### src/hdl/ifo_pkg.sv
// Purpose : shared constants and carriers for the input force override block
// Assumes : 32-bit apb data, one aligned word per register
// Notes   : widths are sized for up to 32 inputs and 32 outputs
package ifo_pkg;

  // ***************************************************************
  // sizes and timing
  // ***************************************************************
  localparam int unsigned IFO_MAXW     = 32;           // widest input or output vector
  localparam int unsigned CLK_HZ       = 25_000_000;   // core_clk rate in hertz
  localparam int unsigned MS_PER_S     = 1000;         // milliseconds per second
  localparam int unsigned MS_CYCLES    = CLK_HZ / MS_PER_S; // clocks per millisecond
  localparam int unsigned WARN_S       = 15;           // warning lead time in seconds
  localparam int unsigned FAULT_S      = 30;           // fault shutdown time in seconds
  localparam logic [31:0] WARN_MS      = 32'(WARN_S * MS_PER_S);
  localparam logic [31:0] FAULT_MS     = 32'(FAULT_S * MS_PER_S);
  localparam int unsigned REPORT_MAX   = 16;           // output changes reported per cycle
  localparam logic [31:0] LANE_LO      = 32'h0000ffff; // low report lane
  localparam logic [31:0] LANE_HI      = 32'hffff0000; // high report lane

  // ***************************************************************
  // register map (byte addresses)
  // ***************************************************************
  localparam logic [7:0] ADDR_CTRL     = 8'h00;        // command strobes, write only
  localparam logic [7:0] ADDR_DELAY    = 8'h04;        // inactivity delay in seconds
  localparam logic [7:0] ADDR_FORCE    = 8'h08;        // force action: index and state
  localparam logic [7:0] ADDR_STATUS   = 8'h0c;        // mode and sticky events
  localparam logic [7:0] ADDR_REMAIN   = 8'h10;        // inactivity time left in ms
  localparam logic [7:0] ADDR_PHYS     = 8'h14;        // physical input levels
  localparam logic [7:0] ADDR_VIEW     = 8'h18;        // values the logic program sees
  localparam logic [7:0] ADDR_MISMATCH = 8'h1c;        // forced inputs differing from pin
  localparam logic [7:0] ADDR_OUTIMG   = 8'h20;        // reported output image

  // ctrl bits
  localparam int unsigned CB_START  = 0;               // enter force mode
  localparam int unsigned CB_STOP   = 1;               // leave force mode
  localparam int unsigned CB_KEEP   = 2;               // keep-alive
  localparam int unsigned CB_LOGOUT = 3;               // logout request
  localparam int unsigned CB_CFG    = 4;               // configuration upload/compare
  localparam int unsigned CB_HALT   = 5;               // controller stop request
  localparam int unsigned CB_RUN    = 6;               // start the application
  // force register fields
  localparam int unsigned FR_IDX_LSB = 0;
  localparam int unsigned FR_IDX_W   = 5;
  localparam int unsigned FR_ST_LSB  = 8;
  // status bits
  localparam int unsigned SB_ACTIVE = 0;
  localparam int unsigned SB_WARN   = 1;               // sticky, write one to clear
  localparam int unsigned SB_EXPIRE = 2;               // sticky
  localparam int unsigned SB_FAULT  = 3;               // sticky
  localparam int unsigned SB_STOP   = 4;               // sticky
  localparam int unsigned SB_REJECT = 5;               // sticky
  localparam int unsigned SB_RUN    = 6;
  localparam int unsigned SB_FLT_IN = 7;
  localparam logic [7:0]  STICKY_MASK = 8'h3e;         // bits that write one to clear
  localparam logic [15:0] DELAY_RST   = 16'h012c;      // default delay, seconds

  // ***************************************************************
  // types
  // ***************************************************************
  typedef enum logic [1:0] {OVR_NONE, OVR_LOW, OVR_HIGH} ifo_ovr_e;
  typedef enum logic {FM_IDLE, FM_ACTIVE} ifo_mode_e;

  typedef struct packed {
    logic        psel;      // slave selected
    logic        penable;   // access phase
    logic        pwrite;    // write direction
    logic [7:0]  paddr;     // byte address
    logic [31:0] pwdata;    // write data
  } ifo_apb_req_s;

  typedef struct packed {
    logic [31:0] prdata;    // read data
    logic        pready;    // transfer done
    logic        pslverr;   // unmapped address
  } ifo_apb_rsp_s;

  typedef struct packed {
    ifo_mode_e                         mode;      // force mode state
    ifo_ovr_e [IFO_MAXW-1:0]           ovr;       // one override per input
    logic [IFO_MAXW-1:0]               sync1;     // pin synchroniser stages
    logic [IFO_MAXW-1:0]               sync2;
    logic [IFO_MAXW-1:0]               sync3;
    logic [IFO_MAXW-1:0]               phys;      // debounced physical levels
    logic [IFO_MAXW-1:0]               view;      // logic program inputs
    logic [IFO_MAXW-1:0]               mism;      // forced value differs
    logic [IFO_MAXW-1:0]               hw_out;    // actual outputs
    logic [IFO_MAXW-1:0]               out_img;   // reported output image
    logic                              lane;      // report lane when deferring
    logic [15:0]                       delay_s;   // configured delay
    logic [31:0]                       load_ms;   // delay latched at entry
    logic [31:0]                       inact_ms;  // inactivity time left
    logic [31:0]                       fault_ms;  // fault time accumulated
    logic [31:0]                       presc;     // millisecond prescaler
    logic [9:0]                        force_reg; // last force action
    logic [7:0]                        sticky;    // sticky status bits
    logic                              kill;      // outputs held low
    logic                              app_run;   // application running
    logic                              mon_en;    // feedback monitoring enabled
    logic [2:0]                        grant;     // accepted request pulses
    ifo_apb_rsp_s                      rsp;       // apb answer
  } ifo_state_s;

endpackage : ifo_pkg

### src/hdl/ifo_force_ctrl.sv
// Purpose : per-input force override with inactivity and fault shutdown
// Assumes : apb slave, one wait state per access; logic outputs on core_clk
// Notes   : pin inputs pass a three-stage synchroniser with agreement filter
//
// The APB interface to the registers and the register offsets are this design's own decisions.
`timescale 1ns/1ps

// Overview of operation
// - forced low input seen low by logic
// - forced high input seen high by logic
// - released input shows its physical level again
// - flag forced inputs differing from physical level
// - override touches only logic inputs, not pins
// - fast cutoff path uses raw physical inputs
// - gateway pass-through inputs ignore forcing
// - one override per input, project wide
// - over sixteen output changes may report later
// - contactor feedback monitoring stays on while forcing
// - process image carries physical inputs, real outputs
// - force mode ends on stop or timeout
// - detected fault ends force mode after 30s
// - on end outputs low, application stopped
// - inactivity timer expiry ends force mode
// - each force action reloads inactivity timer
// - keep-alive reloads timer, overrides unchanged
// - warning raised fifteen seconds before expiry
// - without reload, mode ends at expiry
// - reject logout, config transfer, stop while forcing
module ifo_force_ctrl
  import ifo_pkg::*;
#(
  parameter int unsigned N_IN      = 16,              // number of safety inputs
  parameter int unsigned N_OUT     = 16,              // number of outputs
  parameter int unsigned MS_CLOCKS = MS_CYCLES        // clocks per ms, shorten in sim
)(
  input  wire logic               core_clk,           // 25 MHz logic clock
  input  wire logic               reset,              // async reset, active high
  input  wire ifo_apb_req_s       apb_req,            // apb request from master
  output ifo_apb_rsp_s            apb_rsp,            // apb answer
  input  wire logic [N_IN-1:0]    phys_in,            // physical input pins
  input  wire logic [N_OUT-1:0]   prog_out,           // outputs computed by logic
  input  wire logic               fault_in,           // fault such as link loss
  output logic [N_IN-1:0]         logic_in,           // inputs fed to the logic
  output logic [N_IN-1:0]         mismatch,           // forced value differs from pin
  output logic [N_IN-1:0]         cutoff_in,          // raw inputs for fast cutoff
  output logic [N_IN-1:0]         gateway_in,         // raw inputs to network gateway
  output logic [N_IN-1:0]         image_in,           // process image inputs
  output logic [N_OUT-1:0]        image_out,          // process image outputs
  output logic [N_OUT-1:0]        hw_out,             // actual output drive
  output logic                    force_active,       // force mode running
  output logic                    force_warn,         // warning pending, sticky
  output logic                    app_run,            // application running
  output logic                    contactor_feedback_monitor_en, // feedback checks enabled
  output logic [2:0]              req_grant           // accepted logout/cfg/halt pulses
);

  // ***************************************************************
  // elaboration checks
  // ***************************************************************
  if (N_IN < 1 || N_IN > IFO_MAXW || N_OUT < 1 || N_OUT > IFO_MAXW || MS_CLOCKS < 1)
  begin : g_bad_params
    $error("ifo_force_ctrl: widths must be 1..32 and MS_CLOCKS at least 1");
  end

  localparam logic [31:0] MS_LAST = 32'(MS_CLOCKS - 1); // prescaler wrap value

  // ***************************************************************
  // helpers
  // ***************************************************************
  // value seen by logic for one input
  function automatic logic view_of(input ifo_ovr_e o, input logic p);
    logic v;
    v = p;
    if (o == OVR_LOW)
    begin
      v = 1'b0;
    end
    else if (o == OVR_HIGH)
    begin
      v = 1'b1;
    end
    return v;
  endfunction : view_of

  // delay in seconds to milliseconds
  function automatic logic [31:0] ms_of(input logic [15:0] s);
    return 32'({16'h0000, s} * MS_PER_S);
  endfunction : ms_of

  // number of set bits
  function automatic int unsigned ones(input logic [IFO_MAXW-1:0] v);
    int unsigned c;
    c = 0;
    for (int i = 0; i < IFO_MAXW; i++)
    begin
      c += int'(v[i]);
    end
    return c;
  endfunction : ones

  ifo_state_s st;                                     // registered state
  ifo_state_s n;                                      // next state
  logic       wr_go;                                  // write taken this edge
  logic       cmd_start;                              // decoded strobes
  logic       cmd_stop;
  logic       cmd_keep;
  logic       cmd_force;
  logic       end_expire;                             // termination causes
  logic       end_fault;
  logic       tick;                                   // millisecond tick
  logic [IFO_MAXW-1:0] diff;                          // unreported output changes
  logic [IFO_MAXW-1:0] in_mask;                       // valid input lanes
  logic [IFO_MAXW-1:0] out_mask;                      // valid output lanes

  assign in_mask  = IFO_MAXW'({N_IN{1'b1}});
  assign out_mask = IFO_MAXW'({N_OUT{1'b1}});

  // ***************************************************************
  // next-state logic
  // ***************************************************************
  always_comb
  begin
    n = st;
    // pins: three flops, a change counts when stages two and three agree
    n.sync1 = IFO_MAXW'(phys_in);
    n.sync2 = st.sync1;
    n.sync3 = st.sync2;
    n.phys  = (st.sync2 & st.sync3) | (st.phys & (st.sync2 ^ st.sync3));
    n.grant = 3'b000;
    n.mon_en = 1'b1;

    // apb: first access cycle raises pready, the next edge completes
    wr_go = apb_req.psel & apb_req.penable & apb_req.pwrite & st.rsp.pready;
    n.rsp.pready = apb_req.psel & apb_req.penable & ~st.rsp.pready;
    cmd_start = 1'b0;
    cmd_stop  = 1'b0;
    cmd_keep  = 1'b0;
    cmd_force = 1'b0;
    if (apb_req.psel & apb_req.penable & ~st.rsp.pready)
    begin
      // read data and error prepared one cycle ahead of completion
      n.rsp.pslverr = 1'b0;
      n.rsp.prdata  = 32'h0000_0000;
      if (apb_req.paddr == ADDR_CTRL)
      begin
        n.rsp.prdata = 32'h0000_0000;                 // strobes read as zero
      end
      else if (apb_req.paddr == ADDR_DELAY)
      begin
        n.rsp.prdata = {16'h0000, st.delay_s};
      end
      else if (apb_req.paddr == ADDR_FORCE)
      begin
        n.rsp.prdata = {22'h000000, st.force_reg};
      end
      else if (apb_req.paddr == ADDR_STATUS)
      begin
        n.rsp.prdata = {24'h000000, fault_in, st.app_run, st.sticky[5:1], st.mode == FM_ACTIVE};
      end
      else if (apb_req.paddr == ADDR_REMAIN)
      begin
        n.rsp.prdata = st.inact_ms;
      end
      else if (apb_req.paddr == ADDR_PHYS)
      begin
        n.rsp.prdata = st.phys & in_mask;
      end
      else if (apb_req.paddr == ADDR_VIEW)
      begin
        n.rsp.prdata = st.view & in_mask;
      end
      else if (apb_req.paddr == ADDR_MISMATCH)
      begin
        n.rsp.prdata = st.mism & in_mask;
      end
      else if (apb_req.paddr == ADDR_OUTIMG)
      begin
        n.rsp.prdata = st.out_img & out_mask;
      end
      else
      begin
        n.rsp.pslverr = 1'b1;                         // unmapped: error, data zero
      end
    end

    // write side effects
    if (wr_go && apb_req.paddr == ADDR_CTRL)
    begin
      cmd_start = apb_req.pwdata[CB_START];
      cmd_stop  = apb_req.pwdata[CB_STOP];
      cmd_keep  = apb_req.pwdata[CB_KEEP];
      if (st.mode == FM_ACTIVE && (apb_req.pwdata[CB_LOGOUT] | apb_req.pwdata[CB_CFG] | apb_req.pwdata[CB_HALT]))
      begin
        n.sticky[SB_REJECT] = 1'b1;
      end
      else if (st.mode == FM_IDLE)
      begin
        n.grant = {apb_req.pwdata[CB_HALT], apb_req.pwdata[CB_CFG], apb_req.pwdata[CB_LOGOUT]};
        if (apb_req.pwdata[CB_HALT])
        begin
          n.app_run = 1'b0;                           // controller stopped
        end
        else if (apb_req.pwdata[CB_RUN])
        begin
          n.app_run = 1'b1;                           // restart after a stop
          n.kill    = 1'b0;
        end
      end
    end
    else if (wr_go && apb_req.paddr == ADDR_DELAY)
    begin
      n.delay_s = apb_req.pwdata[15:0];               // used at the next entry
    end
    else if (wr_go && apb_req.paddr == ADDR_FORCE)
    begin
      cmd_force   = 1'b1;
      n.force_reg = apb_req.pwdata[9:0];
    end
    else if (wr_go && apb_req.paddr == ADDR_STATUS)
    begin
      // write one to clear; an event in the same cycle is set below and wins
      n.sticky = st.sticky & ~(apb_req.pwdata[7:0] & STICKY_MASK);
    end

    // millisecond timebase, held clear while idle
    tick = (st.mode == FM_ACTIVE) && (st.presc == MS_LAST);
    end_expire = tick && (st.inact_ms <= 32'h0000_0001);
    end_fault  = tick && fault_in && (st.fault_ms >= FAULT_MS - 32'h0000_0001);

    case (st.mode)
      FM_IDLE:
      begin
        if (cmd_start)
        begin
          n.mode     = FM_ACTIVE;
          n.load_ms  = ms_of(st.delay_s);             // delay chosen at entry
          n.inact_ms = ms_of(st.delay_s);
        end
      end
      FM_ACTIVE:
      begin
        n.presc = tick ? 32'h0000_0000 : st.presc + 32'h0000_0001;
        if (tick)
        begin
          n.inact_ms = st.inact_ms - 32'h0000_0001;
          n.fault_ms = fault_in ? st.fault_ms + 32'h0000_0001 : 32'h0000_0000;
          if (st.inact_ms == WARN_MS + 32'h0000_0001)
          begin
            n.sticky[SB_WARN] = 1'b1;
          end
        end
        if (cmd_force && !cmd_stop)
        begin
          // single override per input, shared by every page
          n.ovr[apb_req.pwdata[FR_IDX_LSB +: FR_IDX_W]] = ifo_ovr_e'(apb_req.pwdata[FR_ST_LSB +: 2]);
        end
        if (cmd_force || cmd_keep)
        begin
          n.inact_ms = st.load_ms;
        end
        if (cmd_stop || end_expire || end_fault)
        begin
          // any end: overrides cleared, outputs low, application stopped
          n.mode     = FM_IDLE;
          n.ovr      = '0;
          n.kill     = 1'b1;
          n.app_run  = 1'b0;
          n.inact_ms = 32'h0000_0000;
          n.fault_ms = 32'h0000_0000;
          n.presc    = 32'h0000_0000;
          n.sticky[SB_STOP]   = n.sticky[SB_STOP] | cmd_stop;
          n.sticky[SB_EXPIRE] = n.sticky[SB_EXPIRE] | (end_expire & ~cmd_stop);
          n.sticky[SB_FAULT]  = n.sticky[SB_FAULT] | (end_fault & ~cmd_stop & ~end_expire);
        end
      end
      default:
      begin
        n.mode = FM_IDLE;
      end
    endcase

    // logic view and mismatch from the registered override state
    for (int i = 0; i < IFO_MAXW; i++)
    begin
      n.view[i] = view_of(st.ovr[i], st.phys[i]);
      n.mism[i] = (st.ovr[i] != OVR_NONE) && (view_of(st.ovr[i], st.phys[i]) != st.phys[i]);
    end

    // actual outputs: logic result unless shutdown holds them low
    n.hw_out = st.kill ? '0 : (IFO_MAXW'(prog_out) & out_mask);

    // report lane by lane when too many outputs change at once
    diff = st.hw_out ^ st.out_img;
    if (ones(diff) > REPORT_MAX)
    begin
      n.out_img = st.lane ? ((st.out_img & ~LANE_HI) | (st.hw_out & LANE_HI))
                          : ((st.out_img & ~LANE_LO) | (st.hw_out & LANE_LO));
      n.lane    = ~st.lane;
    end
    else
    begin
      n.out_img = st.hw_out;
    end
  end

  // ***************************************************************
  // state register
  // ***************************************************************
  always_ff @(posedge core_clk or posedge reset)
  begin
    if (reset)
    begin
      st          <= '0;
      st.delay_s  <= DELAY_RST;
      st.kill     <= 1'b1;                            // outputs low until started
    end
    else
    begin
      st <= n;
    end
  end

  // ***************************************************************
  // outputs, all straight from flops
  // ***************************************************************
  assign apb_rsp       = st.rsp;
  assign logic_in      = st.view[N_IN-1:0];
  assign mismatch      = st.mism[N_IN-1:0];
  assign cutoff_in     = st.phys[N_IN-1:0];
  assign gateway_in    = st.phys[N_IN-1:0];
  assign image_in      = st.phys[N_IN-1:0];
  assign image_out     = st.out_img[N_OUT-1:0];
  assign hw_out        = st.hw_out[N_OUT-1:0];
  assign force_active  = (st.mode == FM_ACTIVE);
  assign force_warn    = st.sticky[SB_WARN];
  assign app_run       = st.app_run;
  assign contactor_feedback_monitor_en = st.mon_en;
  assign req_grant     = st.grant;

  // ***************************************************************
  // assertions
  // ***************************************************************
  a_force_low_view: assert property (@(posedge core_clk) disable iff (reset)
    (st.ovr[0] == OVR_LOW) |=> !logic_in[0])
    else $error("forced low input not seen low");

  a_force_high_view: assert property (@(posedge core_clk) disable iff (reset)
    (st.ovr[0] == OVR_HIGH) |=> logic_in[0])
    else $error("forced high input not seen high");

  a_release_phys: assert property (@(posedge core_clk) disable iff (reset)
    (st.ovr[0] == OVR_NONE) |=> (logic_in[0] == $past(st.phys[0])))
    else $error("released input not following pin");

  a_gateway_raw: assert property (@(posedge core_clk) disable iff (reset)
    (st.ovr != '0) |=> (gateway_in == $past(n.phys[N_IN-1:0])))
    else $error("gateway input altered by force");

  a_end_kills: assert property (@(posedge core_clk) disable iff (reset)
    (force_active ##1 !force_active) |=> (hw_out == '0 && !app_run))
    else $error("outputs not low after force end");

  a_idle_timers: assert property (@(posedge core_clk) disable iff (reset)
    !force_active |-> (st.inact_ms == 32'h0 && st.fault_ms == 32'h0 && st.presc == 32'h0))
    else $error("timers running while idle");

  a_reload_action: assert property (@(posedge core_clk) disable iff (reset)
    (force_active && n.mode == FM_ACTIVE && (cmd_force || cmd_keep)) |=> (st.inact_ms == $past(st.load_ms)))
    else $error("force action did not reload timer");

  a_reject_busy: assert property (@(posedge core_clk) disable iff (reset)
    (force_active && wr_go && apb_req.paddr == ADDR_CTRL && apb_req.pwdata[CB_HALT])
      |=> (st.sticky[SB_REJECT] && req_grant == 3'b000 && force_active))
    else $error("request accepted while forcing");

  a_ovr_cleared: assert property (@(posedge core_clk) disable iff (reset)
    !force_active |-> (st.ovr == '0))
    else $error("override left after force end");

endmodule : ifo_force_ctrl

### config.mk
export PLATFORM = sky130hd
export DESIGN_NAME = ifo_force_ctrl
export DESIGN_NICKNAME = d
export VERILOG_FILES = /design/src/hdl/ifo_pkg.sv /design/src/hdl/ifo_force_ctrl.sv
export SDC_FILE = /design/constraint.sdc
export NUM_CORES = 1
export LEC_CHECK = 0
export BUFFER_PORTS_ARGS = -buffer_cell sky130_fd_sc_hd__buf_2
export CAP_MARGIN = 20
export CORE_ASPECT_RATIO = 1.5
export CORE_UTILIZATION = 35
export CTS_BUF_LIST = sky130_fd_sc_hd__clkbuf_2 sky130_fd_sc_hd__clkbuf_4 sky130_fd_sc_hd__clkbuf_8
export DETAILED_ROUTE_END_ITERATION = 6
export PLACE_DENSITY = 0.63
export SLEW_MARGIN = 5
export SYNTH_ARGS = -nofsm -noshare
export SYNTH_HDL_FRONTEND = slang
export SYNTH_SLANG_ARGS = --single-unit
### constraint.sdc
create_clock -name core_clk -period 12 [get_ports core_clk]
set_input_delay 1.2 -clock core_clk [delete_from_list [all_inputs] [get_ports core_clk]]
set_output_delay 1.2 -clock core_clk [all_outputs]
set_load 0.1 [all_outputs]
Word-level counts from Yosys, hierarchy flattened:

Cells that the tools add are included.

* register bits after elaboration: 419
* bits of input ports: 78
* logic and storage cells: 343

* $add $sub $neg: 34
* $mul: 1
* $lt $le $gt $ge: 5
* equal/unequal tests: 63
* multiplexer cells: 94
* bitwise gates (word level): 29
* reductions and logical operators: 59

Operators with widths (number)
* $mux W32: 11
* $mux W64: 2
* $mux W96: 1
* $mux W16: 5
* $mux W65: 1
* $add A32 B1 Y32 const B: 2
* $bwmux W64: 1
* $pmux W32 S2: 1
* $mux W1: 54
* $reduce_bool A2 Y1: 19
* $add A31 B1 Y32: 1
* $and A32 B16 Y32: 1
* $eq A2 B1 Y1 const B: 16
* $eq A2 B2 Y1 const B: 16
* $eq A32 B14 Y1 const B: 1
* $eq A32 B15 Y1 const B: 1
* $eq A8 B5 Y1 const B: 4
* $ge A32 B15 Y1 const B: 1
* $gt A32 B5 Y1 const B: 1
* $le A32 B1 Y1 const B: 1
* $or A16 B32 Y32: 1
* $or A16 B32 Y32 const B: 1
* $or A32 B16 Y32: 1
* $sub A32 B1 Y32 const B: 1
* 62 further kinds: 141

Logic depth before layout (Yosys ltp):

* depth after elaboration: 34
* gate-level depth with buffers: 18
* mapped depth without buffers: 17

Worst setup path after synthesis:

OpenSTA, ideal clock, no wires.

* path kind: flip-flop to flip-flop
* from: register st (netlist bit hw_out[1])
* to: register st (netlist bit image_out[0])
* arrival: 5.569 ns
* slack: 6.306 ns
* stages on the path, launching flop included: 19
* buffers on the path: 1
* period minus slack after synthesis: 5.694 ns
* cells stage by stage: dfrtp_1 -> xor2_1 -> fa_1 -> inv_1 -> fa_1 -> inv_1 -> fa_1 -> fa_1 -> inv_1 -> fa_1 -> fa_1 -> inv_1 -> ha_1 -> nor3b_1 -> nand2b_1 -> maj3_1 -> o221ai_1 -> buf_2 -> mux2_2

* word-level cells in the longest chain between the ends: 34

Ends and longest elaborated chain
* start: declaration: line ifo_force_ctrl.sv:101 `ifo_state_s st;`
* start signal: assignment: line ifo_force_ctrl.sv:319 `st <= n;`
* $xor A16 B32 Y32: line ifo_force_ctrl.sv:293 `diff = st.hw_out ^ st.out_img;`
* $add A1 B1 Y2: line ifo_force_ctrl.sv:96 `c += int'(v[i]);`
* $add A2 B1 Y3: line ifo_force_ctrl.sv:96
* $add A3 B1 Y4: line ifo_force_ctrl.sv:96
* $add A4 B1 Y5: line ifo_force_ctrl.sv:96
* $add A5 B1 Y6: line ifo_force_ctrl.sv:96
* $add A6 B1 Y7: line ifo_force_ctrl.sv:96
* $add A7 B1 Y8: line ifo_force_ctrl.sv:96
* [... 18 more ...]
* $add A26 B1 Y27: line ifo_force_ctrl.sv:96
* $add A27 B1 Y28: line ifo_force_ctrl.sv:96
* $add A28 B1 Y29: line ifo_force_ctrl.sv:96
* $add A29 B1 Y30: line ifo_force_ctrl.sv:96
* $add A30 B1 Y31: line ifo_force_ctrl.sv:96
* $add A31 B1 Y32: line ifo_force_ctrl.sv:96
* $gt A32 B5 Y1: line ifo_force_ctrl.sv:294 `if (ones(diff) > REPORT_MAX)`
* $mux W32: line ifo_force_ctrl.sv:294

Every way passes these cells.
A chain may end at the register's enable or synchronous reset.

Worst setup path after layout:

* from: register st (netlist bit image_out[1])
* to: register st (netlist bit image_out[1])

* word-level cells in the longest chain between the ends: 34
* elaborated cells on any way between the ends: 36
* classes of those cells: add/sub (31); order compare (1); mux (2); bitwise (2)

Ends and longest elaborated chain (line)
* $xor A16 B32 Y32: ifo_force_ctrl.sv:293
* $add A1 B1 Y2: ifo_force_ctrl.sv:96
* $add A2 B1 Y3: ifo_force_ctrl.sv:96
* $add A3 B1 Y4: ifo_force_ctrl.sv:96
* $add A4 B1 Y5: ifo_force_ctrl.sv:96
* $add A5 B1 Y6: ifo_force_ctrl.sv:96
* $add A6 B1 Y7: ifo_force_ctrl.sv:96
* $add A7 B1 Y8: ifo_force_ctrl.sv:96
* [... 18 more ...]
* $add A26 B1 Y27: ifo_force_ctrl.sv:96
* $add A27 B1 Y28: ifo_force_ctrl.sv:96
* $add A28 B1 Y29: ifo_force_ctrl.sv:96
* $add A29 B1 Y30: ifo_force_ctrl.sv:96
* $add A30 B1 Y31: ifo_force_ctrl.sv:96
* $add A31 B1 Y32: ifo_force_ctrl.sv:96
* $gt A32 B5 Y1: ifo_force_ctrl.sv:294
* $mux W32 (*): ifo_force_ctrl.sv:294

Every way passes the cells marked *; elsewhere a longest branch is shown, timed or not.

==> impl_metrics.csv <==
group,metric,value,unit
run_status,status,"completed",
cts,cts.path.max_buffers,3,
floorplanning,num_rows,106,
sta,hold_ws,0.295,ns
routing,vias,14600,
synth,synthAdderAreaFrac,11.8,%
synth,yosysSeqAreaShare,44.3,%
setup_path,cp_max_fo,16,
sta,tns,0,ns
sta,report.final.setup_viol,0,
cts,numCtsBuffers,58,
synth,syn_inst,1996,
job,cap_viol_max_count,0,
synth,synthMuxAreaShare,3.84,%
floorplanning,pin_count,231,
routing,vias_per_cell,5.11,
floorplanning,die_x,197,um
sta,fmax,0.177,GHz
final_layout,area_growth,10.5,%
grt,overflow,0,
synth,synth_edf_count,0,
grt,grt_pass1_wl,83.3,mm
grt,grt_max_degree,170,
power,power,0.00448,W
floorplanning,die_y,294,um
setup_path,cp-end-kind,"register",
setup_path,slowest_delay,0.55,ns
power,power_density,204,nW/um^2
sta,relSlewSlack,36.5,%
sta,timing.final.ws_setup,6.35,ns
floorplanning,dieArea,57800,um^2
sta,final-max-slew-violation-count,0,
cts,cts_tree,"built",
synth,yosysWarnings,0,
worst_hold_path,min_path_type,"register to register",
final_layout,layout.nets,2281,
setup_path,worstPathCellList,"xor2_1 > fa_1 > inv_1 > fa_1 > inv_1 > fa_1 > fa_1 > inv_1 > fa_1 > fa_1 > inv_1 > ha_1 > nor3b_1 > nand2b_1 > maj3_1 > o221ai_1 > buf_4 > mux2_2",
placement,routabilityCongestion,0.881,
cts,cts.clk_slew.worst_paths,0.07,ns
synth,ys_async_sr_fraction,100,%
synth,ys_ff_latch,352,
routing,drt-pass1-iter-count,6,
floorplanning,start_util,35.5,%
cts,cts_resized,0,
synth,synth-compound-area-share,11.6,%
final_layout,layout-drive-gt1-share,19.0,%
setup_path,crit_required,12.61,ns
sta,post-route-period-util,47.1,%
synth,synth_flop_cell,"dfrtp_1",
cts,cts_setup_buffers,0,
sta,finalHoldViolations,0,
setup_path,critPathLaunchType,"register",
synth,yosys.area_share.simple,13.7,%
cts,cts.sinks,352,
routing,final_antenna_net_count,0,
cts,clock_latency,0.73,ns
setup_path,critPathKind,"register to register",
sta,min_period,5.65,ns
placement,place_ws,6.32,ns
synth,synth_top_family_by_area,"simple AND/OR/NAND/NOR gates",
setup_path,arrival,6.26,ns
power,leakage,10.7,nW
placement,hpwl,38.5,mm
routing,route.detailed.drc,0,
setup_path,slowest_stage,"fa_1",
sta,tightest_slew,0.952,ns
sta,rsz0062_at_grt,"false",
grt,grt_pass1_vias,15000,
placement,io_buffers,214,
grt,grt_usage,18.3,%
cts,cts_hold_repair.buffers,0,
synth,ys_types,72,
cts,cts-root-buf,"clkbuf_8",
routing,drt_iter0_markers,943,
grt,antenna_found_initial,2,
floorplanning,core_area,56000,um^2
setup_path,crit_top_cell,"fa_1",
synth,synth-xor-area-share,4.67,%
final_layout,final_cells,2860,
routing,wl,51.9,mm
sta,skew,0.0889,ns
power,peakVddDrop,326,uV
cts,cts_max_level,2,
synth,syn_area,19900,um^2
placement,dp_cells,2753,
routing,wire_per_inst,18.1,um
synth,synth.avg_cell_area,9.96,um^2
-- registers in the layout (all words and copies together) (netlist names) --
register                       count
mismatch                          16
n                                 32
app_run                            1
force_active                       1
contactor_feedback_monitor_en      1
cutoff_in                         16
hw_out                            16
apb_rsp                           34
st                               199
req_grant                          3
force_warn                         1
image_out                         16
logic_in                          16
-- report_power, final --
| group | internal (W) | switching [W] |
|---|---|---|
| Combinational | 0.000728 | 0.00117 |
| Clock | 0.000702 | 0.000524 |
| Sequential | 0.00127 | 0.0000862 |
-- synth_stat cells, types with 7 or more instances --
master	count	area share (%)
fa_1	67	6.7
nor3_1	28	0.70
and4_1	7	0.31
a21o_1	22	0.83
o22ai_1	26	0.82
and2_1	11	0.35
nor2_1	183	3.5
and3_1	20	0.63
dfrtp_1	347	44
o221ai_1	11	0.48
clkbuf_1	65	1.2
nand2_1	183	3.5
a22o_1	22	0.97
o211ai_1	16	0.60
a31oi_1	19	0.60
ha_1	79	5.0
a21oi_1	66	1.7
xor2_1	61	2.7
mux2i_1	28	1.4
a222oi_1	14	0.70
nand4_1	23	0.72
or3_1	8	0.25
mux2_2	43	2.4
nand3_1	55	1.4
o21ai_0	108	2.7
buf_2	11	0.28
buf_4	151	5.7
nor4_1	15	0.47
inv_1	146	2.8
xnor2_1	45	2.0
nor2b_1	21	0.66
-- path summary, 6_finish.rpt --
path                       slack, ns          from  depth (start not counted)            to
setup / recovery                6.35  image_out[1]                         18  image_out[1]
hold / removal                  0.29        n[404]                          0        n[372]
setup reg to reg                6.35  image_out[1]                         18  image_out[1]
hold reg to reg                 0.29        n[404]                          0        n[372]
max in group asynchronous       9.82         reset                          3       st[200]
min in group asynchronous       0.68         reset                          2  mismatch[14]
-- worst max-delay path: cells and delay by family (launching register included) --
kind / cells / cell delay [ns]
compound gates: 1 / 0.19
buf+inv: 5 / 0.52
xor+xnor: 1 / 0.18
mux: 1 / 0.37
fa+ha+maj: 8 / 3.48
flops: 1 / 0.43
simple gates: 2 / 0.37
-- cells by family (layout without fill, tap and decap cells) --
| family | count (synthesis) | after routing |
|---|---|---|
| buffers and inverters | 375 | 478 |
| DFF | 352 | 352 |
| other | 2 | 7 |
| xor gates and xnor gates | 106 | 106 |
| and+or+nand+nor | 586 | 586 |
| AOI/OAI and AO/OA | 357 | 357 |
| adders and majority gates | 147 | 147 |
| muxes | 71 | 71 |
-- layout by cell type (no fill, tap or decap), types with 55 or more instances in the layout --
cell type,netlist,final
dfrtp_1,347,347
buf_2,11,214
nor2_1,183,183
nand2_1,183,183
inv_1,146,145
o21ai_0,108,108
ha_1,79,79
clkbuf_8,0,71
fa_1,67,67
a21oi_1,66,65
xor2_1,61,61
nand3_1,55,55
-- per-stage QoR --
step                instance area, um^2  util [%]
floorplan                         19900         -
global placement                  20600      36.8
detailed placement                20600      36.8
CTS                               22000      39.3
global route                      22000      39.3
finish                            22000      39.3
-- per-layer routing --
metal / GRT usage [%] / wire length [um]
met1: 21.8 / 20600
met2: 31.5 / 25900
met3: 3.51 / 3110
met4: 8.89 / 2240
met5: 0 / 0
-- layout make-up --
cell class / instances / area [um^2]
fill: 5523 / 34000
timing repair buffer: 227 / 1180
multi-input combinational: 1272 / 9100
clock inverter: 18 / 278
inverter: 146 / 556
tap: 756 / 946
clock buffer: 87 / 1100
sequential: 352 / 8810
antenna: 2 / 5.00
(Power assumes the default switching activity.)
